### config.mk
export PLATFORM = sky130hd
export DESIGN_NAME = cbk_bank
export DESIGN_NICKNAME = d
export VERILOG_FILES = /design/src/rtl/cbk_pkg.sv /design/src/rtl/cbk_bank.sv
export SDC_FILE = /design/constraint.sdc
export NUM_CORES = 1
export LEC_CHECK = 0
export BUFFER_PORTS_ARGS = -buffer_cell sky130_fd_sc_hd__buf_2
export CORE_MARGIN = 5
export CORE_UTILIZATION = 45
export CTS_CLUSTER_SIZE = 30
export DETAILED_ROUTE_END_ITERATION = 10
export PLACE_DENSITY_LB_ADDON = 0.05
export SLEW_MARGIN = 20
export SYNTH_ARGS = -nofsm -noshare
export SYNTH_HDL_FRONTEND = slang
export SYNTH_SLANG_ARGS = --single-unit
### constraint.sdc
create_clock -name sys_clk -period 4.4 [get_ports sys_clk]
set_input_delay 0.44 -clock sys_clk [delete_from_list [all_inputs] [get_ports sys_clk]]
set_output_delay 0.44 -clock sys_clk [all_outputs]
set_load 0.02 [all_outputs]
### src/rtl/cbk_pkg.sv
// constants and carriers for the charger register bank
// assumes a 100 MHz logic clock and a two-wire host bus
package cbk_pkg;
	// ****************************
	// register offsets and resets
	// ****************************
	localparam logic [7:0] OFS_STAT0 = 8'h00;
	localparam logic [7:0] OFS_ZONE  = 8'h01;
	localparam logic [7:0] OFS_MASK  = 8'h02;
	localparam logic [7:0] OFS_CTL0  = 8'h03;
	localparam logic [7:0] OFS_CTL1  = 8'h04;
	localparam logic [7:0] OFS_CTL2  = 8'h05;
	localparam logic [7:0] OFS_CTL3  = 8'h06;
	localparam logic [7:0] RST_MASK  = 8'h00;
	localparam logic [7:0] RST_CTL0  = 8'h00;
	localparam logic [7:0] RST_CTL1  = 8'h24;
	localparam logic [7:0] RST_CTL2  = 8'h44;
	localparam logic [7:0] RST_CTL3  = 8'h43;
	localparam logic [2:0] RST_ZONE  = 3'h3;
	localparam logic [6:0] TGT_ADDR  = 7'h6B;
	// ****************************
	// field positions
	// ****************************
	localparam int B_CHG_EN = 7;
	localparam int B_KICK   = 7;
	localparam int B_WD_ON  = 6;
	localparam int B_NTC_ON = 5;
	localparam int B_TRI_EN = 4;
	localparam int B_TERM   = 3;
	localparam logic [1:0] PH_OFF = 2'h0;
	localparam logic [1:0] PH_TRI = 2'h1;
	localparam logic [1:0] PH_CC  = 2'h2;
	localparam logic [1:0] PH_EOC = 2'h3;
	localparam logic [1:0] SW_SYSRST = 2'h1;
	// ****************************
	// timing
	// ****************************
	localparam int CLK_HZ   = 100_000_000;
	localparam int TICK_US  = 1000;
	localparam int TICK_CYC = CLK_HZ / 1_000_000 * TICK_US;
	localparam int WDOG_S   = 40;
	localparam int OFF_S    = 8;
	localparam int TRI_MIN  = 45;   // 0.75 h
	localparam int FAST_MIN = 225;  // 3.75 h
	localparam int WDOG_TK  = WDOG_S * 1000;
	localparam int OFF_TK   = OFF_S * 1000;
	localparam int TRI_TK   = TRI_MIN * 60_000;
	localparam int FAST_TK  = FAST_MIN * 60_000;
	localparam int IRQ_US   = 256;
	localparam int IRQ_CYC  = IRQ_US * (CLK_HZ / 1_000_000);
	// ****************************
	// carriers
	// ****************************
	typedef struct packed {
		logic       bat_low;
		logic       sys_short;
		logic [1:0] phase;
		logic       pgood;
		logic [2:0] zone;
	} cbk_core_t;
	typedef struct packed {
		logic [7:0] ctl0;
		logic [7:0] ctl1;
		logic [5:0] fast_current_code;
		logic       slow_phase_threshold_select;
		logic       charge_run;
		logic       thermistor_sense_on;
		logic       power_paths_off;
	} cbk_cfg_t;
endpackage

### src/rtl/cbk_bank.sv
// charger register bank with two-wire target, watchdog, safety timers and alert pin
// assumes core status inputs come from logic on sys_clk; bus pins are asynchronous
//
// Function
// - status bits 7/6 flag safety timer expiry
// - status bit 5 flags watchdog expiry
// - bits 4/3 report battery lockout, short
// - bits 2:1 report charge phase code
// - bit 0 set while input supply good
// - three-bit thermistor zone read-only field
// - mask register at 02H suppresses interrupt sources
// - two-bit battery lockout threshold select
// - current scale bit multiplies charge currents
// - two-bit discharge current limit code
// - two-bit battery switch mode field
// - three-bit trickle/termination current code, reset 001
// - five-bit cv target code, reset 00100
// - charging only while enable bit set
// - trickle threshold select bit, reset one
// - six-bit constant current code, reset 000100
// - writing kick bit restarts the watchdog
// - watchdog runs only while enabled
// - thermistor sensing powered only when enabled
// - trickle safety timer runs when enabled
// - termination bit stops charge at end
// - three-bit system voltage floor code
// - alert pin low 256 us per event
// - watchdog expiry: paths off, then defaults
`timescale 1ns/10ps
module cbk_bank #(
	parameter int TICK_CYCLES = cbk_pkg::TICK_CYC,
	parameter int WDOG_TICKS  = cbk_pkg::WDOG_TK,
	parameter int OFF_TICKS   = cbk_pkg::OFF_TK,
	parameter int TRI_TICKS   = cbk_pkg::TRI_TK,
	parameter int FAST_TICKS  = cbk_pkg::FAST_TK,
	parameter int IRQ_CYCLES  = cbk_pkg::IRQ_CYC
) (
	input  wire logic              sys_clk,        // logic clock
	input  wire logic              srst,           // sync reset
	input  wire logic              bus_clk,        // two-wire clock pin
	input  wire logic              bus_data_in,    // data pin level
	output logic                   bus_data_out,   // data drive level
	output logic                   bus_data_oe,    // data pull low
	output logic                   host_alert_out, // alert drive level
	output logic                   host_alert_oe,  // alert pull low
	input  wire cbk_pkg::cbk_core_t core,          // charger status
	output cbk_pkg::cbk_cfg_t      cfg             // charger controls
);
	import cbk_pkg::*;

	typedef enum logic [8:0] {
		I_IDLE = 9'b0_0000_0001,
		I_ADDR = 9'b0_0000_0010,
		I_ACKA = 9'b0_0000_0100,
		I_PTR  = 9'b0_0000_1000,
		I_ACKP = 9'b0_0001_0000,
		I_WR   = 9'b0_0010_0000,
		I_ACKW = 9'b0_0100_0000,
		I_RD   = 9'b0_1000_0000,
		I_RACK = 9'b1_0000_0000
	} cbk_i2c_t;

	typedef struct packed {
		logic [2:0]  scl_s;
		logic [2:0]  sda_s;
		cbk_i2c_t    bus;
		logic [3:0]  bits;
		logic [7:0]  sh;
		logic [7:0]  ptr;
		logic        rw;
		logic        nack;
		logic        oe;
		logic [7:0]  mask;
		logic [7:0]  ctl0;
		logic [7:0]  ctl1;
		logic [7:0]  ctl2;
		logic [7:0]  ctl3;
		logic [7:0]  stat;
		logic [2:0]  zone;
		logic        tri_to;
		logic        fast_to;
		logic        wd_to;
		logic [31:0] pre;
		logic [31:0] wd_cnt;
		logic [31:0] tri_cnt;
		logic [31:0] fast_cnt;
		logic [31:0] off_cnt;
		logic        off;
		logic [31:0] irq_cnt;
		logic        alert;
		logic        zero;
		cbk_cfg_t    cfg;
	} cbk_state_t;

	cbk_state_t cur_ff;
	cbk_state_t nxt_cur;

	// ****************************
	// register read decode
	// ****************************
	function automatic logic [7:0] rd_reg(input cbk_state_t s, input logic [7:0] a);
		logic [7:0] v;
		v = 8'h00;
		case (a)
			OFS_STAT0: v = s.stat;
			OFS_ZONE:  v = {5'h00, s.zone};
			OFS_MASK:  v = s.mask;
			OFS_CTL0:  v = s.ctl0;
			OFS_CTL1:  v = s.ctl1;
			OFS_CTL2:  v = s.ctl2;
			OFS_CTL3:  v = {1'b0, s.ctl3[6:0]};  // kick reads back zero
			default:   v = 8'h00;
		endcase
		return v;
	endfunction

	logic scl_rise;
	logic scl_fall;
	logic start_c;
	logic stop_c;
	logic sda_v;
	logic kick;
	logic tick;
	logic [6:0] ev;
	logic [7:0] wdat;

	// ****************************
	// next state
	// ****************************
	always_comb begin
		nxt_cur  = cur_ff;
		kick     = 1'b0;
		wdat     = cur_ff.sh;
		// only the second and third stages feed logic
		nxt_cur.scl_s = {cur_ff.scl_s[1:0], bus_clk};
		nxt_cur.sda_s = {cur_ff.sda_s[1:0], bus_data_in};
		sda_v    = cur_ff.sda_s[1];
		scl_rise = cur_ff.scl_s[1] & ~cur_ff.scl_s[2];
		scl_fall = ~cur_ff.scl_s[1] & cur_ff.scl_s[2];
		start_c  = cur_ff.scl_s[1] & cur_ff.scl_s[2] & ~sda_v & cur_ff.sda_s[2];
		stop_c   = cur_ff.scl_s[1] & cur_ff.scl_s[2] & sda_v & ~cur_ff.sda_s[2];

		// two-wire target: shift on rise, drive on fall
		if (scl_rise) begin
			nxt_cur.sh   = {cur_ff.sh[6:0], sda_v};
			nxt_cur.bits = cur_ff.bits + 4'h1;
			if (cur_ff.bus == I_RACK) begin
				nxt_cur.nack = sda_v;
			end
		end
		if (start_c) begin
			nxt_cur.bus  = I_ADDR;
			nxt_cur.bits = 4'h0;
			nxt_cur.oe   = 1'b0;
		end else if (stop_c) begin
			nxt_cur.bus = I_IDLE;
			nxt_cur.oe  = 1'b0;
		end else if (scl_fall) begin
			case (cur_ff.bus)
				I_ADDR: begin
					if (cur_ff.bits == 4'h8) begin
						if (cur_ff.sh[7:1] == TGT_ADDR) begin
							nxt_cur.bus = I_ACKA;
							nxt_cur.rw  = cur_ff.sh[0];
							nxt_cur.oe  = 1'b1;
						end else begin
							nxt_cur.bus = I_IDLE;
						end
					end
				end
				I_ACKA: begin
					nxt_cur.bits = 4'h0;
					if (cur_ff.rw) begin
						nxt_cur.bus = I_RD;
						nxt_cur.sh  = rd_reg(cur_ff, cur_ff.ptr);
						nxt_cur.oe  = ~rd_reg(cur_ff, cur_ff.ptr) >> 7 == 8'h00 ? 1'b0 : 1'b1;
						nxt_cur.ptr = cur_ff.ptr + 8'h01;
					end else begin
						nxt_cur.bus = I_PTR;
						nxt_cur.oe  = 1'b0;
					end
				end
				I_PTR: begin
					if (cur_ff.bits == 4'h8) begin
						nxt_cur.ptr = cur_ff.sh;
						nxt_cur.bus = I_ACKP;
						nxt_cur.oe  = 1'b1;
					end
				end
				I_ACKP, I_ACKW: begin
					nxt_cur.bus  = I_WR;
					nxt_cur.bits = 4'h0;
					nxt_cur.oe   = 1'b0;
				end
				I_WR: begin
					if (cur_ff.bits == 4'h8) begin
						if (cur_ff.ptr == OFS_CTL3 && wdat[B_KICK]) begin
							kick = 1'b1;
						end
						if (cur_ff.ptr == OFS_MASK) begin
							nxt_cur.mask = wdat;
						end
						if (cur_ff.ptr == OFS_CTL0) begin
							nxt_cur.ctl0 = wdat;
						end
						if (cur_ff.ptr == OFS_CTL1) begin
							nxt_cur.ctl1 = wdat;
						end
						if (cur_ff.ptr == OFS_CTL2) begin
							nxt_cur.ctl2 = wdat;
						end
						if (cur_ff.ptr == OFS_CTL3) begin
							nxt_cur.ctl3 = {1'b0, wdat[6:0]};
						end
						nxt_cur.ptr = cur_ff.ptr + 8'h01;
						nxt_cur.bus = I_ACKW;
						nxt_cur.oe  = 1'b1;
					end
				end
				I_RD: begin
					if (cur_ff.bits == 4'h8) begin
						nxt_cur.bus  = I_RACK;
						nxt_cur.bits = 4'h0;
						nxt_cur.oe   = 1'b0;
					end else begin
						// the shifter moves on every rise, so the next bit is always on top
						nxt_cur.oe = ~cur_ff.sh[7];
					end
				end
				I_RACK: begin
					nxt_cur.bits = 4'h0;
					if (cur_ff.nack) begin
						nxt_cur.bus = I_IDLE;
						nxt_cur.oe  = 1'b0;
					end else begin
						nxt_cur.bus = I_RD;
						nxt_cur.sh  = rd_reg(cur_ff, cur_ff.ptr);
						nxt_cur.oe  = ~rd_reg(cur_ff, cur_ff.ptr) >> 7 == 8'h00 ? 1'b0 : 1'b1;
						nxt_cur.ptr = cur_ff.ptr + 8'h01;
					end
				end
				I_IDLE: begin
					nxt_cur.oe = 1'b0;
				end
				default: begin
					nxt_cur.bus = I_IDLE;
					nxt_cur.oe  = 1'b0;
				end
			endcase
		end

		// millisecond prescaler shared by all long timers
		tick = (cur_ff.pre == 32'(TICK_CYCLES - 1));
		nxt_cur.pre = tick ? 32'h0000_0000 : cur_ff.pre + 32'h0000_0001;

		if (kick || cur_ff.off) begin
			nxt_cur.wd_cnt = 32'h0000_0000;
		end else if (cur_ff.ctl3[B_WD_ON] && tick) begin
			nxt_cur.wd_cnt = cur_ff.wd_cnt + 32'h0000_0001;
		end
		// expiry flag, cleared by a kick
		if (kick) begin
			nxt_cur.wd_to = 1'b0;
		end
		if (!cur_ff.off && cur_ff.ctl3[B_WD_ON] && tick && cur_ff.wd_cnt == 32'(WDOG_TICKS - 1)) begin
			nxt_cur.wd_to = 1'b1;
			nxt_cur.off   = 1'b1;
		end
		// system reset mode also powers down
		if (!cur_ff.off && cur_ff.ctl0[1:0] == SW_SYSRST) begin
			nxt_cur.off = 1'b1;
		end
		// after the off period all controls default
		if (cur_ff.off) begin
			if (tick) begin
				nxt_cur.off_cnt = cur_ff.off_cnt + 32'h0000_0001;
			end
			if (tick && cur_ff.off_cnt == 32'(OFF_TICKS - 1)) begin
				nxt_cur.off     = 1'b0;
				nxt_cur.off_cnt = 32'h0000_0000;
				nxt_cur.mask    = RST_MASK;
				nxt_cur.ctl0    = RST_CTL0;
				nxt_cur.ctl1    = RST_CTL1;
				nxt_cur.ctl2    = RST_CTL2;
				nxt_cur.ctl3    = RST_CTL3;
			end
		end

		// trickle timer runs when enabled in trickle
		if (core.phase == PH_TRI && cur_ff.ctl3[B_TRI_EN] && cur_ff.cfg.charge_run) begin
			if (tick) begin
				nxt_cur.tri_cnt = cur_ff.tri_cnt + 32'h0000_0001;
			end
			if (tick && cur_ff.tri_cnt == 32'(TRI_TICKS - 1)) begin
				nxt_cur.tri_to = 1'b1;
			end
		end else begin
			nxt_cur.tri_cnt = 32'h0000_0000;
		end
		// fast timer covers cc/cv and charging past end
		if ((core.phase == PH_CC || core.phase == PH_EOC) && cur_ff.cfg.charge_run) begin
			if (tick) begin
				nxt_cur.fast_cnt = cur_ff.fast_cnt + 32'h0000_0001;
			end
			if (tick && cur_ff.fast_cnt == 32'(FAST_TICKS - 1)) begin
				nxt_cur.fast_to = 1'b1;
			end
		end else begin
			nxt_cur.fast_cnt = 32'h0000_0000;
		end
		// trickle and fast timeouts clear when charging is switched off
		if (!cur_ff.ctl2[B_CHG_EN]) begin
			nxt_cur.tri_to  = 1'b0;
			nxt_cur.fast_to = 1'b0;
		end

		nxt_cur.stat = {nxt_cur.tri_to, nxt_cur.fast_to, nxt_cur.wd_to,
			core.bat_low, core.sys_short, core.phase, core.pgood};
		// zone held while sensing is unpowered
		// zone code passed through as read
		if (cur_ff.ctl3[B_NTC_ON]) begin
			nxt_cur.zone = core.zone;
		end

		// events, bit order matches the mask register
		ev[6] = nxt_cur.stat[4] & ~cur_ff.stat[4];
		ev[5] = (core.phase == PH_EOC) & (cur_ff.stat[2:1] != PH_EOC);
		ev[4] = nxt_cur.stat[3] & ~cur_ff.stat[3];
		ev[3] = nxt_cur.stat[2:1] != cur_ff.stat[2:1];
		ev[2] = nxt_cur.stat[0] != cur_ff.stat[0];
		ev[1] = |(nxt_cur.stat[7:5] & ~cur_ff.stat[7:5]);
		ev[0] = nxt_cur.zone != cur_ff.zone;
		// fixed-length low pulse, retriggered by new events
		if (|(ev & ~cur_ff.mask[6:0])) begin
			nxt_cur.irq_cnt = 32'(IRQ_CYCLES);
		end else if (cur_ff.irq_cnt != 32'h0000_0000) begin
			nxt_cur.irq_cnt = cur_ff.irq_cnt - 32'h0000_0001;
		end
		// pin level kept in its own flop so the output is glitch free
		nxt_cur.alert = (nxt_cur.irq_cnt != 32'h0000_0000);

		// threshold, scale, limit and mode to the core
		nxt_cur.cfg.ctl0 = nxt_cur.ctl0;
		nxt_cur.cfg.ctl1 = nxt_cur.ctl1;
		nxt_cur.cfg.slow_phase_threshold_select = nxt_cur.ctl2[6];
		nxt_cur.cfg.fast_current_code = nxt_cur.ctl2[5:0];
		nxt_cur.cfg.thermistor_sense_on = nxt_cur.ctl3[B_NTC_ON];
		nxt_cur.cfg.power_paths_off     = nxt_cur.off;
		// termination stop at end of charge
		nxt_cur.cfg.charge_run = nxt_cur.ctl2[B_CHG_EN] & ~nxt_cur.off & ~nxt_cur.tri_to
			& ~nxt_cur.fast_to & ~(nxt_cur.ctl3[B_TERM] & core.phase == PH_EOC);
		// floor code stays in control byte 3; cfg carries no copy of it
		nxt_cur.zero = 1'b0;
	end

	// ****************************
	// state register
	// ****************************
	always_ff @(posedge sys_clk) begin
		if (srst) begin
			nxt_cur_reset();
		end else begin
			cur_ff <= nxt_cur;
		end
	end

	task automatic nxt_cur_reset();
		cur_ff      <= '0;
		cur_ff.scl_s <= 3'h7;
		cur_ff.sda_s <= 3'h7;
		cur_ff.bus  <= I_IDLE;
		cur_ff.ctl1 <= RST_CTL1;
		cur_ff.ctl2 <= RST_CTL2;
		cur_ff.ctl3 <= RST_CTL3;
		cur_ff.zone <= RST_ZONE;
		cur_ff.cfg  <= '{ctl0: RST_CTL0, ctl1: RST_CTL1, fast_current_code: RST_CTL2[5:0],
			slow_phase_threshold_select: RST_CTL2[6], charge_run: 1'b0,
			thermistor_sense_on: 1'b0, power_paths_off: 1'b0};
	endtask

	// outputs straight from the state flops
	assign bus_data_out   = cur_ff.zero;
	assign bus_data_oe    = cur_ff.oe;
	assign host_alert_out = cur_ff.zero;
	assign host_alert_oe  = cur_ff.alert;
	assign cfg            = cur_ff.cfg;
endmodule

# Word level (Yosys, flattened, before mapping)
# Index checks and enable logic that the tools add are counted.
# Widths: inputs -> output; s select.
dict set report word_totals {
  out_inout_bits 30
  elab_cells 237
  in_bits 12
  regBits 296
}
dict set report op_classes {
  muxes 77
  n_reduce_logical 40
  bitwise_logic 37
  addsub 8
  eq_ne 42
}
# cell n
set op_table {}
lappend op_table {{$mux 40} 5}
lappend op_table {{$add 32x1->32 const B} 5}
lappend op_table {{$mux 8} 19}
lappend op_table {{$mux 32} 3}
lappend op_table {{$mux 41} 2}
lappend op_table {{$pmux 9 s8} 1}
lappend op_table {{$reduce_bool 32->1} 2}
lappend op_table {{$pmux 8 s7} 1}
lappend op_table {{$mux 33} 1}
lappend op_table {{$eq 32x13->1 const B} 1}
lappend op_table {{$eq 32x16->1 const B} 1}
lappend op_table {{$eq 32x17->1 const B} 1}
lappend op_table {{$eq 32x22->1 const B} 1}
lappend op_table {{$eq 32x24->1 const B} 1}
lappend op_table {{$mux 16} 2}
lappend op_table {{$pmux 8 s4} 1}
lappend op_table {{$sub 32x1->32 const B} 1}
lappend op_table {{$mux 9} 3}
lappend op_table {{$mux 1} 26}
lappend op_table {{$eq 8x3->1 const B} 3}
lappend op_table {{$logic_not 8->1} 3}
lappend op_table {{$mux 23} 1}
lappend op_table {{$mux 21} 1}
lappend op_table {{$reduce_and 6->1} 3}
lappend op_table {{other kinds (52)} 116}

# Longest topological paths before layout
dict set report depth {
  depth_word 21
  depth_mapped 10
  mapped_depth_nobuf 9
}

# Worst setup path before layout
# Ideal clock, no wire load.
dict set report synth_path {
  path_type {register to register}
  startpoint {register cur_ff[50] in the netlist's numbering}
  endpoint {register cur_ff, in the netlist host_alert_oe}
  setup_ps 77
  setup_slack_ps 1782
  synth_period_minus_slack_ps 2618
  stages_incl_launch_ff 10
  path_buffers 2
  arrival_time_ps 2541
  required_ps 4323
  cell_sequence {dfxtp_1 -> or4_4 -> or4_4 -> buf_6 -> or4_4 -> buf_6 -> o2111ai_2 -> a211oi_1 -> and4_4 -> a41oi_2}
}
dict set report synth_between {
  elab_chain_len 4
  word_cells_on_any_way 5
  classes_between {1 x add/sub; 2 x mux; 2 x reduce/logical}
}
# element line
set synth_rtl {}
lappend synth_rtl {{start, declared} cbk_bank.sv:95} ;# cbk_state_t cur_ff;
lappend synth_rtl {{start signal, assigned} cbk_bank.sv:363} ;# cur_ff <= nxt_cur;
lappend synth_rtl {{$sub 32x1->32 or $reduce_bool 32->1 (tied branches)} {cbk_bank.sv:337, cbk_bank.sv:336}}
lappend synth_rtl {{$mux 32 (*)} cbk_bank.sv:336} ;# end else if (cur_ff.irq_cnt != 32'h0000_0000) begin
lappend synth_rtl {{$mux 32 (*)} cbk_bank.sv:334} ;# if (|(ev & ~cur_ff.mask[6:0])) begin
lappend synth_rtl {{$reduce_bool 32->1 (*)} cbk_bank.sv:340} ;# nxt_cur.alert = (nxt_cur.irq_cnt != 32'h0000_0000);
# Mark *: on every way between the ends. The rest lies on a longest branch, timed or not.
# A chain may end at the register's enable or synchronous reset.

# Worst setup path after layout
dict set report layout_path {
  startpoint {register cur_ff[146] in the netlist's numbering}
  endpoint {register cur_ff[39] in the netlist's numbering}
}
dict set report layout_between {
  elab_chain_len 10
}
# element line
set layout_rtl {}
lappend layout_rtl {{$eq 32x22->1} cbk_bank.sv:294} ;# if (tick && cur_ff.tri_cnt == 32'(TRI_TICKS - 1)) begin
lappend layout_rtl {{$logic_and 1x1->1} cbk_bank.sv:294}
lappend layout_rtl {{$mux 1} cbk_bank.sv:294}
lappend layout_rtl {{$mux 1} cbk_bank.sv:290} ;# if (core.phase == PH_TRI && cur_ff.ctl3[B_TRI_EN] && cur_ff.cfg.charge_run) begin
lappend layout_rtl {{$mux 2} cbk_bank.sv:312} ;# if (!cur_ff.ctl2[B_CHG_EN]) begin
lappend layout_rtl {{$and 3x3->3} cbk_bank.sv:331} ;# ev[1] = |(nxt_cur.stat[7:5] & ~cur_ff.stat[7:5]);
lappend layout_rtl {{$reduce_or 3->1} cbk_bank.sv:331}
lappend layout_rtl {{$and 7x7->7} cbk_bank.sv:334}
lappend layout_rtl {{$reduce_or 7->1} cbk_bank.sv:334}
lappend layout_rtl {{$mux 32} cbk_bank.sv:334}
# Every way passes these cells.

==> impl_metrics.json <==
{
  "cp.arrival_ns": 3.57,
  "grt_pass1_wl_um": 54630,
  "port_buffers": 39,
  "synth_compound_area_share_pct": 8.376,
  "clkLatencyLatePin_ns": 0.49,
  "grt_remaining_overflow": 0,
  "ir_drop_uv": 347.6,
  "placed_cells": 2013,
  "io_pins": 42,
  "postCtsResizedCells": 0,
  "power.total_mw": 5.499,
  "viasPerCell": 5.439,
  "grt.total_usage_pct": 19.12,
  "drc": 0,
  "hold_ws_ns": 0.1307,
  "stdcell_count": 2075,
  "cap_violations": 0,
  "tightest_slew_ns": 1.037,
  "r2r_start": "cur_ff[146]",
  "syn_to_final_growth_pct": 10.46,
  "drtIter0Drc": 761,
  "num_vias": 11290,
  "tns_ns": 0,
  "slew_headroom_pct": 30.71,
  "rsz0062_at_grt": "false",
  "hold_path_class": "in2reg",
  "antenna_found_initial": 0,
  "synth_mux_area_share_pct": 1.436,
  "cts.clk_slew.worst_paths_ns": 0.06,
  "final_util_pct": 50.52,
  "synth_edf_count": 0,
  "end_kind": "flip-flop",
  "yosys.area_share.simple_pct": 31.65,
  "synth_top_family_by_area": "simple AND/OR/NAND/NOR gates",
  "timing.final.crit_period_ns": 3.222,
  "drt-total-wl_um": 32350,
  "grt_start_max_net_pins": 39,
  "fmax_mhz": 310.3,
  "ys_types": 75,
  "tritoncts": "built",
  "yosysTopAreaCell": "dfxtp_1",
  "synth-xor-area-share_pct": 10.82,
  "netlist_instances": 1669,
  "synthesis.area_mm2": 0.01359,
  "die-area_mm2": 0.03378,
  "post-dp-hpwl_um": 22940,
  "nets": 1684,
  "wl_per_cell_um": 15.59,
  "num_rows": 63,
  "cts.sinks": 283,
  "yosys.area.top_type_share_pct": 41.68,
  "drive_above_1_share_pct": 9.080,
  "synthTopCellsByArea": "dfxtp_1 42%, nor2_1 7.6%, xor2_1 5.9%",
  "core_area_mm2": 0.02972,
  "worstSetupStartpointType": "flip-flop",
  "reg2reg_slack_ns": 1.18,
  "ys_async_sr_fraction_pct": 0,
  "maxSlewViolCount": 0,
  "die_w_um": 183.8,
  "p_per_area_mw_per_mm2": 366.3,
  "post-route-period-util_pct": 73.24,
  "grt_pass1_vias": 10740,
  "ys_seq_area_share_pct": 41.68,
  "ant_nets": 0,
  "hold_violations": 0,
  "cts_root_buffer": "clkbuf_16",
  "ctsLongestPathBuffers": 3,
  "whs_endpoint": "cur_ff[310]",
  "setup_violations": 0,
  "synth.avg_cell_area_um2": 8.144,
  "cp.required_ns": 4.75,
  "h-tree-depth": 2,
  "ys_seq_elements": 283,
  "worst-setup-path-type": "reg2reg",
  "holdBufCountCts": 0,
  "first_pass_iters": 8,
  "p_leak_nw": 5.233,
  "die_h_um": 183.8,
  "holdCritStartpoint": "bus_clk",
  "diodes": 0,
  "gp_congestion": 0.8696,
  "synthAdderAreaFrac_pct": 1.270,
  "outcome": "finished, final reports clean",
  "r2r_cells": 8,
  "synth-main-ff-cell": "dfxtp_1",
  "crit_fanout": 17,
  "cts_setup_buffers": 0,
  "ys.warnings.count": 0,
  "start_util_pct": 45.74,
  "worstHoldPathCells": 2,
  "cts_buffers": 34,
  "finClkSkew_ns": 0.01136,
  "timing.rr.end": "cur_ff[39]"
}
-- cells in the mapped netlist, types with 4 or more instances --
master and instances:
nand2b_1 11, o31ai_1 5, nand3_1 82, or4b_1 4, or4_1 6, nor3_1 44, nand4_1 52, nand2_1 185
ha_1 13, or3_1 21, o21ai_0 36, xor2_1 91, a211o_1 4, buf_2 8, or2_2 17, inv_1 36
nor3b_1 4, clkbuf_1 58, nor2b_1 17, a211oi_1 4, nor4_1 39, and3_1 35, buf_4 28, dfxtp_1 283
mux2i_1 15, a21oi_1 80, and2_1 16, and4_1 14, xnor2_1 77, mux2_2 4, buf_1 5, nor2_1 276
nor4b_1 10, or4b_2 4, a22oi_1 23, nor4_2 4
-- per-stage QoR --
step | area (um2) | setup slack, ns
final | 15010 | 1.178
after global routing | 15010 | 0.8900
after CTS | 15010 | 1.159
after detailed placement | 13890 | 1.147
after global placement | 13890 | 1.231
after floorplan | 13600 | 1.782
-- cells by family (layout without fill, tap and decap cells) --
logic type	count (synthesis)	in the layout
muxes	19	19
DFF	283	283
xor gates and xnor gates	168	168
and+or+nand+nor	863	863
AOI/OAI and AO/OA	184	184
other	1	2
adders and majority gates	14	14
buffers and inverters	137	152
-- cell usage in the layout (no fill, tap or decap), types with 37 or more instances in the layout --
| cell type | count |
|---|---|
| dfxtp_1 | 283 |
| nor2_1 | 276 |
| nand2_1 | 184 |
| xor2_1 | 91 |
| nand3_1 | 82 |
| a21oi_1 | 80 |
| xnor2_1 | 77 |
| nand4_1 | 52 |
| nor3_1 | 43 |
| nor4_1 | 39 |
| buf_2 | 39 |
| clkbuf_16 | 37 |
-- worst max-delay path by stage --
stage / slack, ns / endpoint / startpoint
floorplan: 1.78 / host_alert_oe / cur_ff[50]
finish: 1.18 / cur_ff[39] / cur_ff[146]
global route: 0.89 / cur_ff[90] / cur_ff[217]
CTS: 1.16 / cur_ff[39] / cur_ff[146]
global placement: 1.23 / cur_ff[39] / cur_ff[146]
detailed placement: 1.15 / cur_ff[39] / cur_ff[146]
-- layout make-up --
type,instances,area (um2)
Fill cell,2923,14700
Multi-Input combinational cell,1250,7295
Sequential cell,283,5665
Clock buffer,50,1055
Tap cell,390,488.0
Timing Repair Buffer,54,307.8
Inverter,36,135.1
Clock inverter,12,68.82
-- critical path: stages (launching register included) --
cell and delay [ns]:
dfxtp_1 0.40, or4bb_1 0.51, nor4_1 0.36, nand4_1 0.23, o32a_1 0.37, o41a_1 0.40, nand2b_1 0.41, buf_4 0.32
a21oi_1 0.07
-- sequential cells by signal, indices dropped and copies added (netlist names) --
signal / count
wdat: 8
cur_ff: 255
bus_data_oe: 1
cfg: 18
host_alert_oe: 1
-- layer usage --
metal / part of all wire, % / GRT usage, % / wire length, um / vias to the layer above
met5: 0 / 0 / 0 / -
met4: 1.6 / 4.289 / 530 / 0
met3: 5.0 / 3.027 / 1612 / 42
met2: 45 / 31.83 / 14720 / 221
met1: 48 / 26.32 / 15490 / 5296
li1: - / - / - / 5726
-- power breakdown --
group	total, mW	leakage, nW	switching (mW)	internal [mW]
logic	0.164	2.39	0.104	0.0603
registers	2.59	2.28	0.0165	2.58
clock network	2.74	0.559	1.08	1.67
total	5.50	5.23	1.20	4.30
No activity file was read; power rests on OpenSTA's default activity.
